<file path="src/verilog/afeprs_pkg.sv">
package afeprs_pkg;

  // ****************************************
  // Bus and register index map
  // ****************************************
  localparam int AFEPRS_DW = 32;
  localparam int AFEPRS_AW = 12;
  localparam logic [9:0] IDX_FULL_RESET_KEY = 10'h000;
  localparam logic [9:0] IDX_SERIAL_PORT_RESET_CTRL = 10'h002;
  localparam logic [9:0] IDX_POWER_MODE_CTRL_STATUS = 10'h008;
  localparam logic [9:0] IDX_CONVERSION_RESTART = 10'h00b;
  localparam logic [9:0] IDX_CONVERTER_AUX_CTRL = 10'h012;
  localparam logic [9:0] IDX_DATA_AVAILABLE_STATUS = 10'h018;
  localparam logic [9:0] IDX_RESULT_HIGH_BYTE = 10'h01a;
  localparam logic [9:0] IDX_RESULT_LOW_BYTE = 10'h01b;
  localparam logic [9:0] IDX_CHANNEL_STATUS = 10'h01e;
  localparam logic [9:0] IDX_IRQ_STATUS = 10'h020;
  localparam logic [9:0] IDX_IRQ_MASK = 10'h021;

  // ****************************************
  // Field values and positions
  // ****************************************
  localparam logic [7:0] FULL_RESET_KEY_VALUE = 8'hc3;
  localparam logic [7:0] DATA_NOT_AVAILABLE = 8'hff;
  localparam logic [7:0] DATA_AVAILABLE = 8'h00;
  localparam int SPR_EN_BIT = 0;
  localparam int RESTART_BIT = 0;
  localparam int AUX_CAL_RESET_BIT = 6;
  localparam int AUX_DET_BYPASS_BIT = 5;
  localparam int AUX_CLK_SEL_BIT = 4;
  localparam int AUX_CUR_LSB = 0;
  localparam int AUX_CUR_W = 4;
  localparam logic [6:0] AUX_WRITABLE_MASK = 7'h7f;
  localparam logic [6:0] AUX_RESET = 7'h00;
  localparam int STS_STALE_BIT = 0;
  localparam int STS_SCAN_PENDING_BIT = 1;
  localparam int IRQ_W = 2;
  localparam int IRQ_NEW_RESULT_BIT = 0;
  localparam int IRQ_STALE_READ_BIT = 1;
  localparam logic [AFEPRS_DW-1:0] RDATA_ZERO = 32'h0000_0000;

  // Host must space result reads by at least this much
  localparam int RESULT_READ_SPACING_US = 72;
  localparam int CLK_MHZ = 100;
  localparam int RESULT_READ_SPACING_CYC = RESULT_READ_SPACING_US * CLK_MHZ;

  // ****************************************
  // Enumerations
  // ****************************************
  typedef enum logic [1:0] {
    PWR_ACTIVE = 2'h0,
    PWR_DOWN = 2'h1,
    PWR_UNDEF = 2'h2,
    PWR_STANDBY = 2'h3
  } afeprs_pwr_t;

  typedef enum logic [0:0] {
    BUS_IDLE = 1'b0,
    BUS_DATA = 1'b1
  } afeprs_bus_t;

endpackage

</file>
<file path="src/verilog/afeprs_regs.sv">
`timescale 1ns/100ps

module afeprs_regs
  import afeprs_pkg::*;
(
  input wire logic hclk,
  input wire logic hresetn,
  input wire logic hsel,
  input wire logic [afeprs_pkg::AFEPRS_AW-1:0] haddr,
  input wire logic [1:0] htrans,
  input wire logic hwrite,
  input wire logic [2:0] hsize,
  input wire logic [afeprs_pkg::AFEPRS_DW-1:0] hwdata,
  input wire logic hready,
  output logic [afeprs_pkg::AFEPRS_DW-1:0] hrdata,
  output logic hreadyout,
  output logic hresp,
  input wire logic result_valid,
  input wire logic [15:0] result_data,
  input wire logic scan_update_pending,
  output logic [1:0] power_mode,
  output logic serial_port_reset_en,
  output logic ext_clock_detect_bypass,
  output logic clock_select_external,
  output logic [3:0] excitation_current_select,
  output logic conversion_restart_pulse,
  output logic full_reset_pulse,
  output logic cal_coeff_clear_pulse,
  output logic irq
);
  import afeprs_pkg::*;

  // ****************************************
  // State
  // ****************************************
  typedef struct packed {
    // Bus tracking
    afeprs_bus_t bus;
    logic [9:0] idx;
    logic wr;
    logic ready;
    logic [AFEPRS_DW-1:0] rdata;
    // Control registers
    logic spr_en;
    logic spr_locked;
    afeprs_pwr_t pwr;
    logic [6:0] aux;
    logic clk_ext;
    // Result and status
    logic fresh;
    logic [15:0] result;
    logic stale;
    logic scan_pend;
    // Pulses and interrupts
    logic restart;
    logic full_rst;
    logic cal_clr;
    logic [IRQ_W-1:0] irq_sts;
    logic [IRQ_W-1:0] irq_mask;
    logic irq;
  } afeprs_state_t;

  afeprs_state_t state_reg;
  afeprs_state_t state_next;

  // ****************************************
  // Reset value
  // ****************************************
  localparam afeprs_state_t STATE_RESET = '{
    bus: BUS_IDLE,
    idx: '0,
    wr: 1'b0,
    ready: 1'b1,
    rdata: RDATA_ZERO,
    spr_en: 1'b0,
    spr_locked: 1'b0,
    pwr: PWR_ACTIVE,
    aux: AUX_RESET,
    clk_ext: 1'b0,
    fresh: 1'b0,
    result: '0,
    stale: 1'b0,
    scan_pend: 1'b0,
    restart: 1'b0,
    full_rst: 1'b0,
    cal_clr: 1'b0,
    irq_sts: '0,
    irq_mask: '0,
    irq: 1'b0
  };

  // ****************************************
  // Helper functions
  // ****************************************
  // Address phase accepted by this slave
  function automatic logic bus_request(input logic sel, input logic [1:0] trans, input logic rdy);
    return sel && trans[1] && rdy;
  endfunction

  // Only the exact key value starts a full reset
  function automatic logic key_matches(input logic [7:0] b);
    return b == FULL_RESET_KEY_VALUE;
  endfunction

  // Every power code but the undefined one is taken
  function automatic logic power_code_legal(input logic [1:0] c);
    return c != PWR_UNDEF;
  endfunction

  // Pending sticky events whose mask bit is set
  function automatic logic irq_level(input logic [IRQ_W-1:0] sts, input logic [IRQ_W-1:0] msk);
    return |(sts & msk);
  endfunction

  // Clock select counts only while detection is bypassed
  function automatic logic ext_clock_chosen(input logic [6:0] a);
    return a[AUX_DET_BYPASS_BIT] & a[AUX_CLK_SEL_BIT];
  endfunction

  // Register read decode, used for the read data path
  function automatic logic [AFEPRS_DW-1:0] read_word(input afeprs_state_t s, input logic [9:0] idx);
    logic [AFEPRS_DW-1:0] w;
    w = RDATA_ZERO;
    // Unlisted indices and reserved bits read zero
    case (idx)
      IDX_SERIAL_PORT_RESET_CTRL: w[SPR_EN_BIT] = s.spr_en;
      IDX_POWER_MODE_CTRL_STATUS: w[1:0] = s.pwr;
      IDX_CONVERTER_AUX_CTRL: w[6:0] = s.aux;
      IDX_DATA_AVAILABLE_STATUS: w[7:0] = s.fresh ? DATA_AVAILABLE : DATA_NOT_AVAILABLE;
      // Result bytes, high then low
      IDX_RESULT_HIGH_BYTE: w[7:0] = s.result[15:8];
      IDX_RESULT_LOW_BYTE: w[7:0] = s.result[7:0];
      // Status flags: stale from host high-byte reads, scan pending from the converter side
      IDX_CHANNEL_STATUS:
      begin
        w[STS_STALE_BIT] = s.stale;
        w[STS_SCAN_PENDING_BIT] = s.scan_pend;
      end
      // Own interrupt registers
      IDX_IRQ_STATUS: w[IRQ_W-1:0] = s.irq_sts;
      IDX_IRQ_MASK: w[IRQ_W-1:0] = s.irq_mask;
      default: w = RDATA_ZERO;
    endcase
    return w;
  endfunction

  // ****************************************
  // Next-state logic
  // ****************************************
  always_comb
  begin
    // Scratch values for this cycle
    logic take;
    logic do_wr;
    logic do_rd;
    logic [7:0] wb;
    logic [IRQ_W-1:0] ev;
    take = 1'b0;
    do_wr = 1'b0;
    do_rd = 1'b0;
    wb = hwdata[7:0];
    ev = '0;
    state_next = state_reg;
    // Pulses drop unless set again below
    state_next.restart = 1'b0;
    state_next.full_rst = 1'b0;
    state_next.cal_clr = 1'b0;

    // Bus phase tracking, one wait state per transfer
    take = bus_request(hsel, htrans, hready);
    case (state_reg.bus)
      // No transfer in flight, slave ready
      BUS_IDLE:
      begin
        state_next.ready = 1'b1;
      end

      // Wait cycle over: apply the write or load read data
      BUS_DATA:
      begin
        do_wr = state_reg.wr;
        do_rd = !state_reg.wr;
        state_next.ready = 1'b1;
        state_next.bus = BUS_IDLE;
        if (do_rd)
        begin
          state_next.rdata = read_word(state_reg, state_reg.idx);
        end
      end

      // Unused encoding falls back to idle
      default:
      begin
        state_next.bus = BUS_IDLE;
        state_next.ready = 1'b1;
      end
    endcase

    // Accepted address phase opens the data phase
    if (take)
    begin
      state_next.bus = BUS_DATA;
      state_next.idx = haddr[AFEPRS_AW-1:2];
      state_next.wr = hwrite;
      state_next.ready = 1'b0;
    end

    // Converter side: new result and scan status
    // Pending flag shows in the status one cycle late
    state_next.scan_pend = scan_update_pending;

    // A new result arms the data-available code
    if (result_valid)
    begin
      state_next.result = result_data;
      state_next.fresh = 1'b1;
      ev[IRQ_NEW_RESULT_BIT] = 1'b1;
    end

    // Read side effects on the result bytes
    // High byte read judges fresh against stale
    if (do_rd && state_reg.idx == IDX_RESULT_HIGH_BYTE)
    begin
      state_next.stale = !state_reg.fresh;
      ev[IRQ_STALE_READ_BIT] = !state_reg.fresh;
    end

    // Low byte read consumes it; a result landing now wins
    if (do_rd && state_reg.idx == IDX_RESULT_LOW_BYTE && !result_valid)
    begin
      state_next.fresh = 1'b0;
    end

    // Register writes
    if (do_wr)
    begin
      case (state_reg.idx)
        // Key register: only the exact key acts
        IDX_FULL_RESET_KEY:
        begin
          if (key_matches(wb))
          begin
            // Pulses for the conversion and coefficients
            state_next.full_rst = 1'b1;
            state_next.restart = 1'b1;
            state_next.cal_clr = state_reg.aux[AUX_CAL_RESET_BIT];
            // Control registers and result flags back to their reset values; interrupt mask and status keep theirs
            state_next.spr_en = 1'b0;
            state_next.spr_locked = 1'b0;
            state_next.pwr = PWR_ACTIVE;
            state_next.aux = AUX_RESET;
            state_next.fresh = 1'b0;
            state_next.stale = 1'b0;
          end
        end

        // Serial-port reset: first write sticks until key
        IDX_SERIAL_PORT_RESET_CTRL:
        begin
          if (!state_reg.spr_locked)
          begin
            state_next.spr_en = wb[SPR_EN_BIT];
            state_next.spr_locked = 1'b1;
          end
        end

        // Power request takes effect at once
        IDX_POWER_MODE_CTRL_STATUS:
        begin
          if (power_code_legal(wb[1:0]))
          begin
            state_next.pwr = afeprs_pwr_t'(wb[1:0]);
          end
        end

        // Restart is a pulse; a zero write does nothing
        IDX_CONVERSION_RESTART:
        begin
          state_next.restart = wb[RESTART_BIT];
        end

        // Auxiliary settings, bit seven reads zero
        IDX_CONVERTER_AUX_CTRL:
        begin
          state_next.aux = wb[6:0] & AUX_WRITABLE_MASK;
        end

        // Write one to clear a sticky event
        IDX_IRQ_STATUS:
        begin
          state_next.irq_sts = state_reg.irq_sts & ~hwdata[IRQ_W-1:0];
        end

        // Interrupt mask, same layout as status
        IDX_IRQ_MASK:
        begin
          state_next.irq_mask = hwdata[IRQ_W-1:0];
        end

        // Read-only and unmapped indices ignore writes
        default:
        begin
          state_next.irq_mask = state_reg.irq_mask;
        end
      endcase
    end

    // Sticky events win over a clear in the same cycle
    state_next.irq_sts = state_next.irq_sts | ev;
    state_next.irq = irq_level(state_next.irq_sts, state_next.irq_mask);

    // Registered clock choice keeps the pin on a flip-flop
    state_next.clk_ext = ext_clock_chosen(state_next.aux);
  end

  // ****************************************
  // State register
  // ****************************************
  // Asynchronous reset, then next state on every edge
  always_ff @(posedge hclk or negedge hresetn)
  begin
    if (!hresetn)
    begin
      state_reg <= STATE_RESET;
    end
    else
    begin
      state_reg <= state_next;
    end
  end

  // ****************************************
  // Outputs from flip-flops, hresp tied low
  // ****************************************
  // Bus response
  assign hrdata = state_reg.rdata;
  assign hreadyout = state_reg.ready;
  assign hresp = 1'b0; // Always OKAY

  // Mode and clock settings
  assign power_mode = state_reg.pwr;
  assign serial_port_reset_en = state_reg.spr_en;
  assign ext_clock_detect_bypass = state_reg.aux[AUX_DET_BYPASS_BIT];
  assign clock_select_external = state_reg.clk_ext;
  assign excitation_current_select = state_reg.aux[AUX_CUR_LSB +: AUX_CUR_W];

  // Single-cycle pulses
  assign conversion_restart_pulse = state_reg.restart;
  assign full_reset_pulse = state_reg.full_rst;
  assign cal_coeff_clear_pulse = state_reg.cal_clr;

  // Interrupt level
  assign irq = state_reg.irq;

endmodule

</file>
<file path="config.mk">
export PLATFORM = sky130hd
export DESIGN_NAME = afeprs_regs
export DESIGN_NICKNAME = d
export VERILOG_FILES = /design/src/verilog/afeprs_pkg.sv /design/src/verilog/afeprs_regs.sv
export SDC_FILE = /design/constraint.sdc
export NUM_CORES = 1
export LEC_CHECK = 0
export ABC_AREA = 1
export BUFFER_PORTS_ARGS = -buffer_cell sky130_fd_sc_hd__buf_2
export CELL_PAD_IN_SITES_DETAIL_PLACEMENT = 0
export CELL_PAD_IN_SITES_GLOBAL_PLACEMENT = 1
export CORE_ASPECT_RATIO = 1.1
export CORE_MARGIN = 1
export CORE_UTILIZATION = 36
export CTS_BUF_LIST = sky130_fd_sc_hd__clkbuf_2 sky130_fd_sc_hd__clkbuf_4 sky130_fd_sc_hd__clkbuf_8
export DETAILED_ROUTE_END_ITERATION = 8
export GPL_ROUTABILITY_DRIVEN = 1
export HOLD_SLACK_MARGIN = 0.12
export MAX_ROUTING_LAYER = met4
export PLACE_DENSITY = 0.92
export SLEW_MARGIN = 10
export SYNTH_ARGS = -nofsm -noshare
export SYNTH_HDL_FRONTEND = slang
export SYNTH_SLANG_ARGS = --single-unit
export TNS_END_PERCENT = 1
</file>
<file path="constraint.sdc">
create_clock -name hclk -period 1.73 [get_ports hclk]
set_input_delay 0.0865 -clock hclk [delete_from_list [all_inputs] [get_ports hclk]]
set_output_delay 0.0865 -clock hclk [all_outputs]
set_load 0.01 [all_outputs]
</file>
==> results of run 1 <==
metal layers:
layer | vias up | wire length [um]
li1 | 1354 | -
met1 | 1235 | 3238
met2 | 63 | 3401
met3 | 11 | 288
met4 | 0 | 142
met5 | - | 0
layout make-up:
cell class | instances | area share
Multi-Input combinational cell | 280 | 0.3227
Sequential cell | 60 | 0.3763
Clock inverter | 4 | 0.01190
Clock buffer | 12 | 0.03979
Inverter | 33 | 0.03102
Tap cell | 111 | 0.03477
Timing Repair Buffer | 106 | 0.1836
cells in the final DEF (no fill, tap or decap), drive strengths merged, types with 4 or more instances in the layout:
cell	count
a21oi	4
buf	68
clkbuf	12
conb	25
dfrtp	59
dlygate4sd3	38
inv	33
nand2	164
nand3	21
nand4	4
nor2	32
o21ai	23
worst max-delay path by stage:
stage,from,endpoint,slack (ps),cells after the start
finish,state_reg[82],hrdata[1],180,9
global route,state_reg[74],hrdata[1],20,9
CTS,state_reg[74],irq,150,8
detailed placement,state_reg[74],irq,170,8
global placement,state_reg[74],hrdata[1],190,9
floorplan,state_reg[82],power_mode[0],330,9
per-stage QoR:
stage                       util  hold WS (ps)  instance area (um2)
after CTS                 0.4747         194.5                 3991
after floorplan                -        -209.1                 3224
final                     0.4750         203.9                 3994
after global placement    0.4049         48.71                 3405
after global routing      0.4750         220.9                 3994
after detailed placement  0.4049         52.85                 3405
what timing repair did:
action                                 CTS  global route
gates resized for setup                  0             2
setup endpoints to repair                0             2
hold buffers                            38             0
endpoints found under the hold margin   62             0
cells by family (layout without fill, tap and decap cells):
family | after synthesis | in the layout
compound gates | 30 | 30
buf+inv | 77 | 155
flops | 60 | 60
other cells | 1 | 25
simple gates | 225 | 225
worst reg2reg max path: cells and delay by family, from the launching register on:
| kind | cells | cell delay, ps |
|---|---|---|
| AO/OA/AOI/OAI | 1 | 250 |
| AND/OR/NAND/NOR | 8 | 840 |
| flip-flops | 1 | 410 |
power by group:
part | switching, mW | leakage (nW) | internal (mW) | total [mW]
clock | 0.517 | 0.106 | 0.754 | 1.27
sequential | 0.0788 | 0.732 | 1.50 | 1.58
combinational | 0.298 | 1.38 | 0.192 | 0.489
==> results.yml, run 1 <==
status:
  outcome: "finished, final reports clean"
critical_path:
  cp.required_ps: 2000
  cp-start-kind: "flop"
  cpMostUsedCell: "nand2_1"
  reg2reg_slack_ps: 180
  crit_slowest_cell: "dfrtp_1"
  rr_startpoint: "state_reg[82]"
  worst-setup-path-type: "reg2reg"
  r2r-end: "hrdata[1]"
  crit_path_cell_trace: "nor2_4 > nand2_4 > nor2_4 > nand2_4 > o21ai_0 > nor2_1 > nand2_1 > nand2_1 > nand2_1"
  critPathMaxStageDelay_ps: 410
  rr_worst_depth: 9
  crit_buf_inv: 0
  critPathArrivalTime_ps: 1820
  cp_top_family: "simple AND/OR/NAND/NOR gates"
  crit_fanout: 5
  endpoint_kind: "flop"
grt:
  grt_util_met2: 0.2815
  grt_util_met1: 0.2181
  top_usage_layer: "met2"
  grt_pass1_vias: 2682
  grt_pass1_wl_mm: 12.26
  grt_max_degree: 24
  grt_use_met3: 0.03561
  antenna_found_initial: 0
  track_usage: 0.1767
  grt-ovfl-total: 0
cts:
  htreeDepth: 3
  clockRootBuffer: "clkbuf_8"
  cts_tree: "done"
  clk_pin_slew_ps: 60
  clkSinkCount: 60
  post_cts_buffers: 0
  clkLatencyLatePin_ps: 330
  numCtsBuffers: 9
  cts_buffer_depth: 2
timing:
  fin_crit_ps: 1548
  setup_viol: 0
  fin_ws_ps: 182.3
  totalNegativeSetupSlack_ps: 0
  hold_viol: 0
  period_share: 0.8946
  rsz0062_at_grt: "no"
  slew_viol_final: 0
  skew_ps: 5.846
  fmax_ghz: 0.6461
floorplan:
  die_area_mm2: 0.009084
  floorplan.die.width_um: 90.97
  start_util: 0.3728
  row_count: 35
  ios: 119
  die_y_um: 99.86
  core_area_mm2: 0.008408
synth:
  synthTopCellsByCount: "161 x nand2_1, 59 x dfrtp_1, 39 x buf_4, 30 x inv_1, 21 x o21ai_0"
  syn_inst: 393
  seq_area_frac_synth: 0.4794
  synth_compound_area_frac: 0.05150
  yosysWarnings: 0
  synth_mux_area_frac: 0
  synth_top_family_by_area: "simple AND/OR/NAND/NOR gates"
  synthAdderAreaFrac: 0
  ys_seq_elements: 60
  async_flop_share: 1.000
  syn_area_per_cell_um2: 7.975
  synth.top_cell.area_share: 0.4711
  synth_top_area_cell: "dfrtp_1"
  netlist_top_cells_area: "dfrtp_1 47%, nand2_1 19%, buf_4 9.3%"
  synth_edf_count: 0
  synth-xor-area-share: 0
  yosysMostFrequentCell: "nand2_1"
  ys.flop_type: "dfrtp_1"
  yosys.area_share.simple: 0.3289
  ys_types: 28
  netlist_area_mm2: 0.003134
worst_hold_path:
  hold_class: "in2reg"
  worst_hold_startpoint: "result_valid"
  min_to: "state_reg[23]"
  min_path_cells: 4
final_layout:
  synthToLayoutAreaGrowth_pct: 27.43
  final_nets: 562
  num-fill-cells: 828
  seqCellArea_mm2: 0.001503
  largest_reg_flops: 38
  layout-drive-gt1-share: 0.2222
  final_cells: 606
  multi_input_area_mm2: 0.001289
  antenna_cells: 0
placed_design:
  dpl.hpwl_mm: 5.262
  portBuffers: 63
  dp.cells: 552
  gp_congestion: 0.8642
  place_ws_ps: 166.9
route:
  dr.pass1.iters: 4
  drc: 0
  vias: 2663
  routed_wl_mm: 7.069
  ant_nets: 0
  avgRoutedWirePerCell_um: 11.67
  via_per_inst: 4.394
  drtIter0Drc: 104
run:
  max_cap_viol_count: 0
power:
  peakVddDrop_mv: 0.3706
  power.density_mw_per_mm2: 835.4
  power.total_mw: 3.336
  p_leak_nw: 2.221
Note: power is estimated with default switching activity, not from simulation.
==> run 2: changes to the inputs <==
- CTS_CLUSTER_DIAMETER: not set -> 30
- RECOVER_POWER: not set -> 50
==> results.yml, run 2 (synthesis gave the netlist of run 1 again) <==
status:
  outcome: "finished, final reports clean"
timing:
  fmax_ghz: 0.6466
  setup_viol: 0
  skew_ps: 5.816
  totalNegativeSetupSlack_ps: 0
  rsz0062_at_grt: "no"
  slew_viol_final: 0
  hold_viol: 0
  worst_pin_slew_ps: 1043
  period_share: 0.8939
  relSlewSlack: 0.3047
  fin_crit_ps: 1546
final_layout:
  synthToLayoutAreaGrowth_pct: 26.63
  post-route-util: 0.4720
  final_common_cell: "nand2_1"
  largest_reg_flops: 38
  layout-drive-gt1-share: 0.1859
  final_nets: 562
  mostFrequentLayoutCells: "161 x nand2_1, 59 x dfrtp_1, 46 x buf_2"
  num-fill-cells: 841
  antenna_cells: 0
  final_area_mm2: 0.003969
critical_path:
  crit_slowest_cell: "dfrtp_1"
  reg2reg_slack_ps: 180
  critPathArrivalTime_ps: 1820
  crit_path_cell_trace: "nor2_4 > nand2_4 > nor2_4 > nand2_4 > o21ai_0 > nor2_1 > nand2_1 > nand2_1 > nand2_1"
  rr_startpoint: "state_reg[82]"
  endpoint_kind: "flop"
  r2r-end: "hrdata[1]"
  crit_buf_inv: 0
  cp-start-kind: "flop"
  critPathMaxStageDelay_ps: 410
  cp.required_ps: 2000
  cp_top_family: "simple AND/OR/NAND/NOR gates"
  worst-setup-path-type: "reg2reg"
  cpMostUsedCell: "nand2_1"
  rr_worst_depth: 9
  crit_fanout: 5
grt:
  antenna_found_initial: 0
  grt_pass1_vias: 2682
  track_usage: 0.1767
  grt_pass1_wl_mm: 12.26
  grt-ovfl-total: 0
  grt_max_degree: 24
route:
  vias: 2662
  via_per_inst: 4.393
  drtIter0Drc: 100
  routed_wl_mm: 7.074
  routed.top_layer: "met4"
  wl_met1_mm: 3.221
  ant_nets: 0
  dr.pass1.iters: 4
  met2_length_mm: 3.406
  avgRoutedWirePerCell_um: 11.67
  dr_wl_met3_um: 304
  drc: 0
worst_hold_path:
  min_to: "state_reg[23]"
  min_path_cells: 4
  worst_hold_startpoint: "result_valid"
  hold_class: "in2reg"
power:
  p_leak_nw: 2.149
  pwr-share-clk: 0.381
  power.density_mw_per_mm2: 839.5
  peakVddDrop_mv: 0.3688
  p_comb_frac: 0.146
  p_sw_frac: 0.2676
  power.switching_mw: 0.8915
  p_int_mw: 2.440
  seq_power_share: 0.473
placed_design:
  place_area_mm2: 0.003405
  dpl.hpwl_mm: 5.262
  portBuffers: 63
  gp_congestion: 0.8642
cts:
  htreeDepth: 3
  cts_tree: "done"
  numCtsBuffers: 9
  clkSinkCount: 60
  clkLatencyLatePin_ps: 330
  clockRootBuffer: "clkbuf_8"
  cts_buffer_depth: 2
  clk_pin_slew_ps: 60
floorplan:
  row_count: 35
  start_util: 0.3728
  die_y_um: 99.86
  floorplan.die.width_um: 90.97
  ios: 119
  core_area_mm2: 0.008408
  die_area_mm2: 0.009084
run:
  max_cap_viol_count: 0
-- run 2: changes by cell type in the layout (fill, tap and decap cells not counted) --
| cell | delta |
|---|---|
| buf_2 | -17 |
| clkbuf_1 | +18 |
| buf_4 | -1 |
-- run 2: final cells by class --
class | count | area, um2 | share of cell area
flip-flops and latches | 60 | 1503 | 0.3786
multi-input cells | 280 | 1289 | 0.3247
repair buffers | 106 | 708.2 | 0.1784
clock buffers | 12 | 158.9 | 0.04004
well taps | 111 | 138.9 | 0.03499
inverters | 33 | 123.9 | 0.03121
clock inverters | 4 | 47.55 | 0.01198
-- run 2: how the worst max path moves through the flow --
| stage | from | endpoint | depth (start not counted) |
|---|---|---|---|
| after floorplan | state_reg[82] | power_mode[0] | 9 |
| after global placement | state_reg[74] | hrdata[1] | 9 |
| after detailed placement | state_reg[74] | irq | 8 |
| after CTS | state_reg[74] | irq | 8 |
| after global routing | state_reg[74] | hrdata[1] | 9 |
| final | state_reg[82] | hrdata[1] | 9 |
-- run 2: power groups by stage --
stage / Clock, mW / Combinational [mW] / Sequential [mW]
after CTS: 1.31 / 0.492 / 1.57
after global routing: 1.36 / 0.551 / 1.59
after detailed placement: 0 / 0.425 / 1.60
final: 1.27 / 0.487 / 1.58
after floorplan: 0 / 0.331 / 1.58
after global placement: 0 / 0.418 / 1.59
-- run 2: timing repair --
action,in CTS,in global routing
buffers inserted,0,0
hold buffers,38,0
endpoints found under the hold margin,62,0
setup endpoints to repair,0,2
gates resized for setup,0,2
-- run 2: worst reg2reg max path: stages, from the launching register on --
cell	delay, ps
dfrtp_1	410
nor2_4	190
nand2_4	110
nor2_4	180
nand2_4	100
o21ai_0	250
nor2_1	80
nand2_1	70
nand2_1	50
nand2_1	50
-- run 2: layer usage --
| metal | global-route usage | vias to the layer above |
|---|---|---|
| met3 | 0.03561 | 11 |
| met4 | 0.08059 | 0 |
| met2 | 0.2815 | 65 |
| li1 | - | 1353 |
| met5 | - | - |
| met1 | 0.2181 | 1233 |
-- run 2: per-stage QoR --
stage	worst slack (ps)	instances	power [mW]	hold slack, ps
2_1_floorplan	331.0	417	1.913	-209.1
3_3_place_gp	186.2	552	2.012	48.71
3_5_place_dp	166.9	552	2.023	52.85
4_1_cts	148.8	606	3.375	194.5
5_1_grt	18.51	606	3.502	220.9
6_report	183.5	606	3.332	204.7
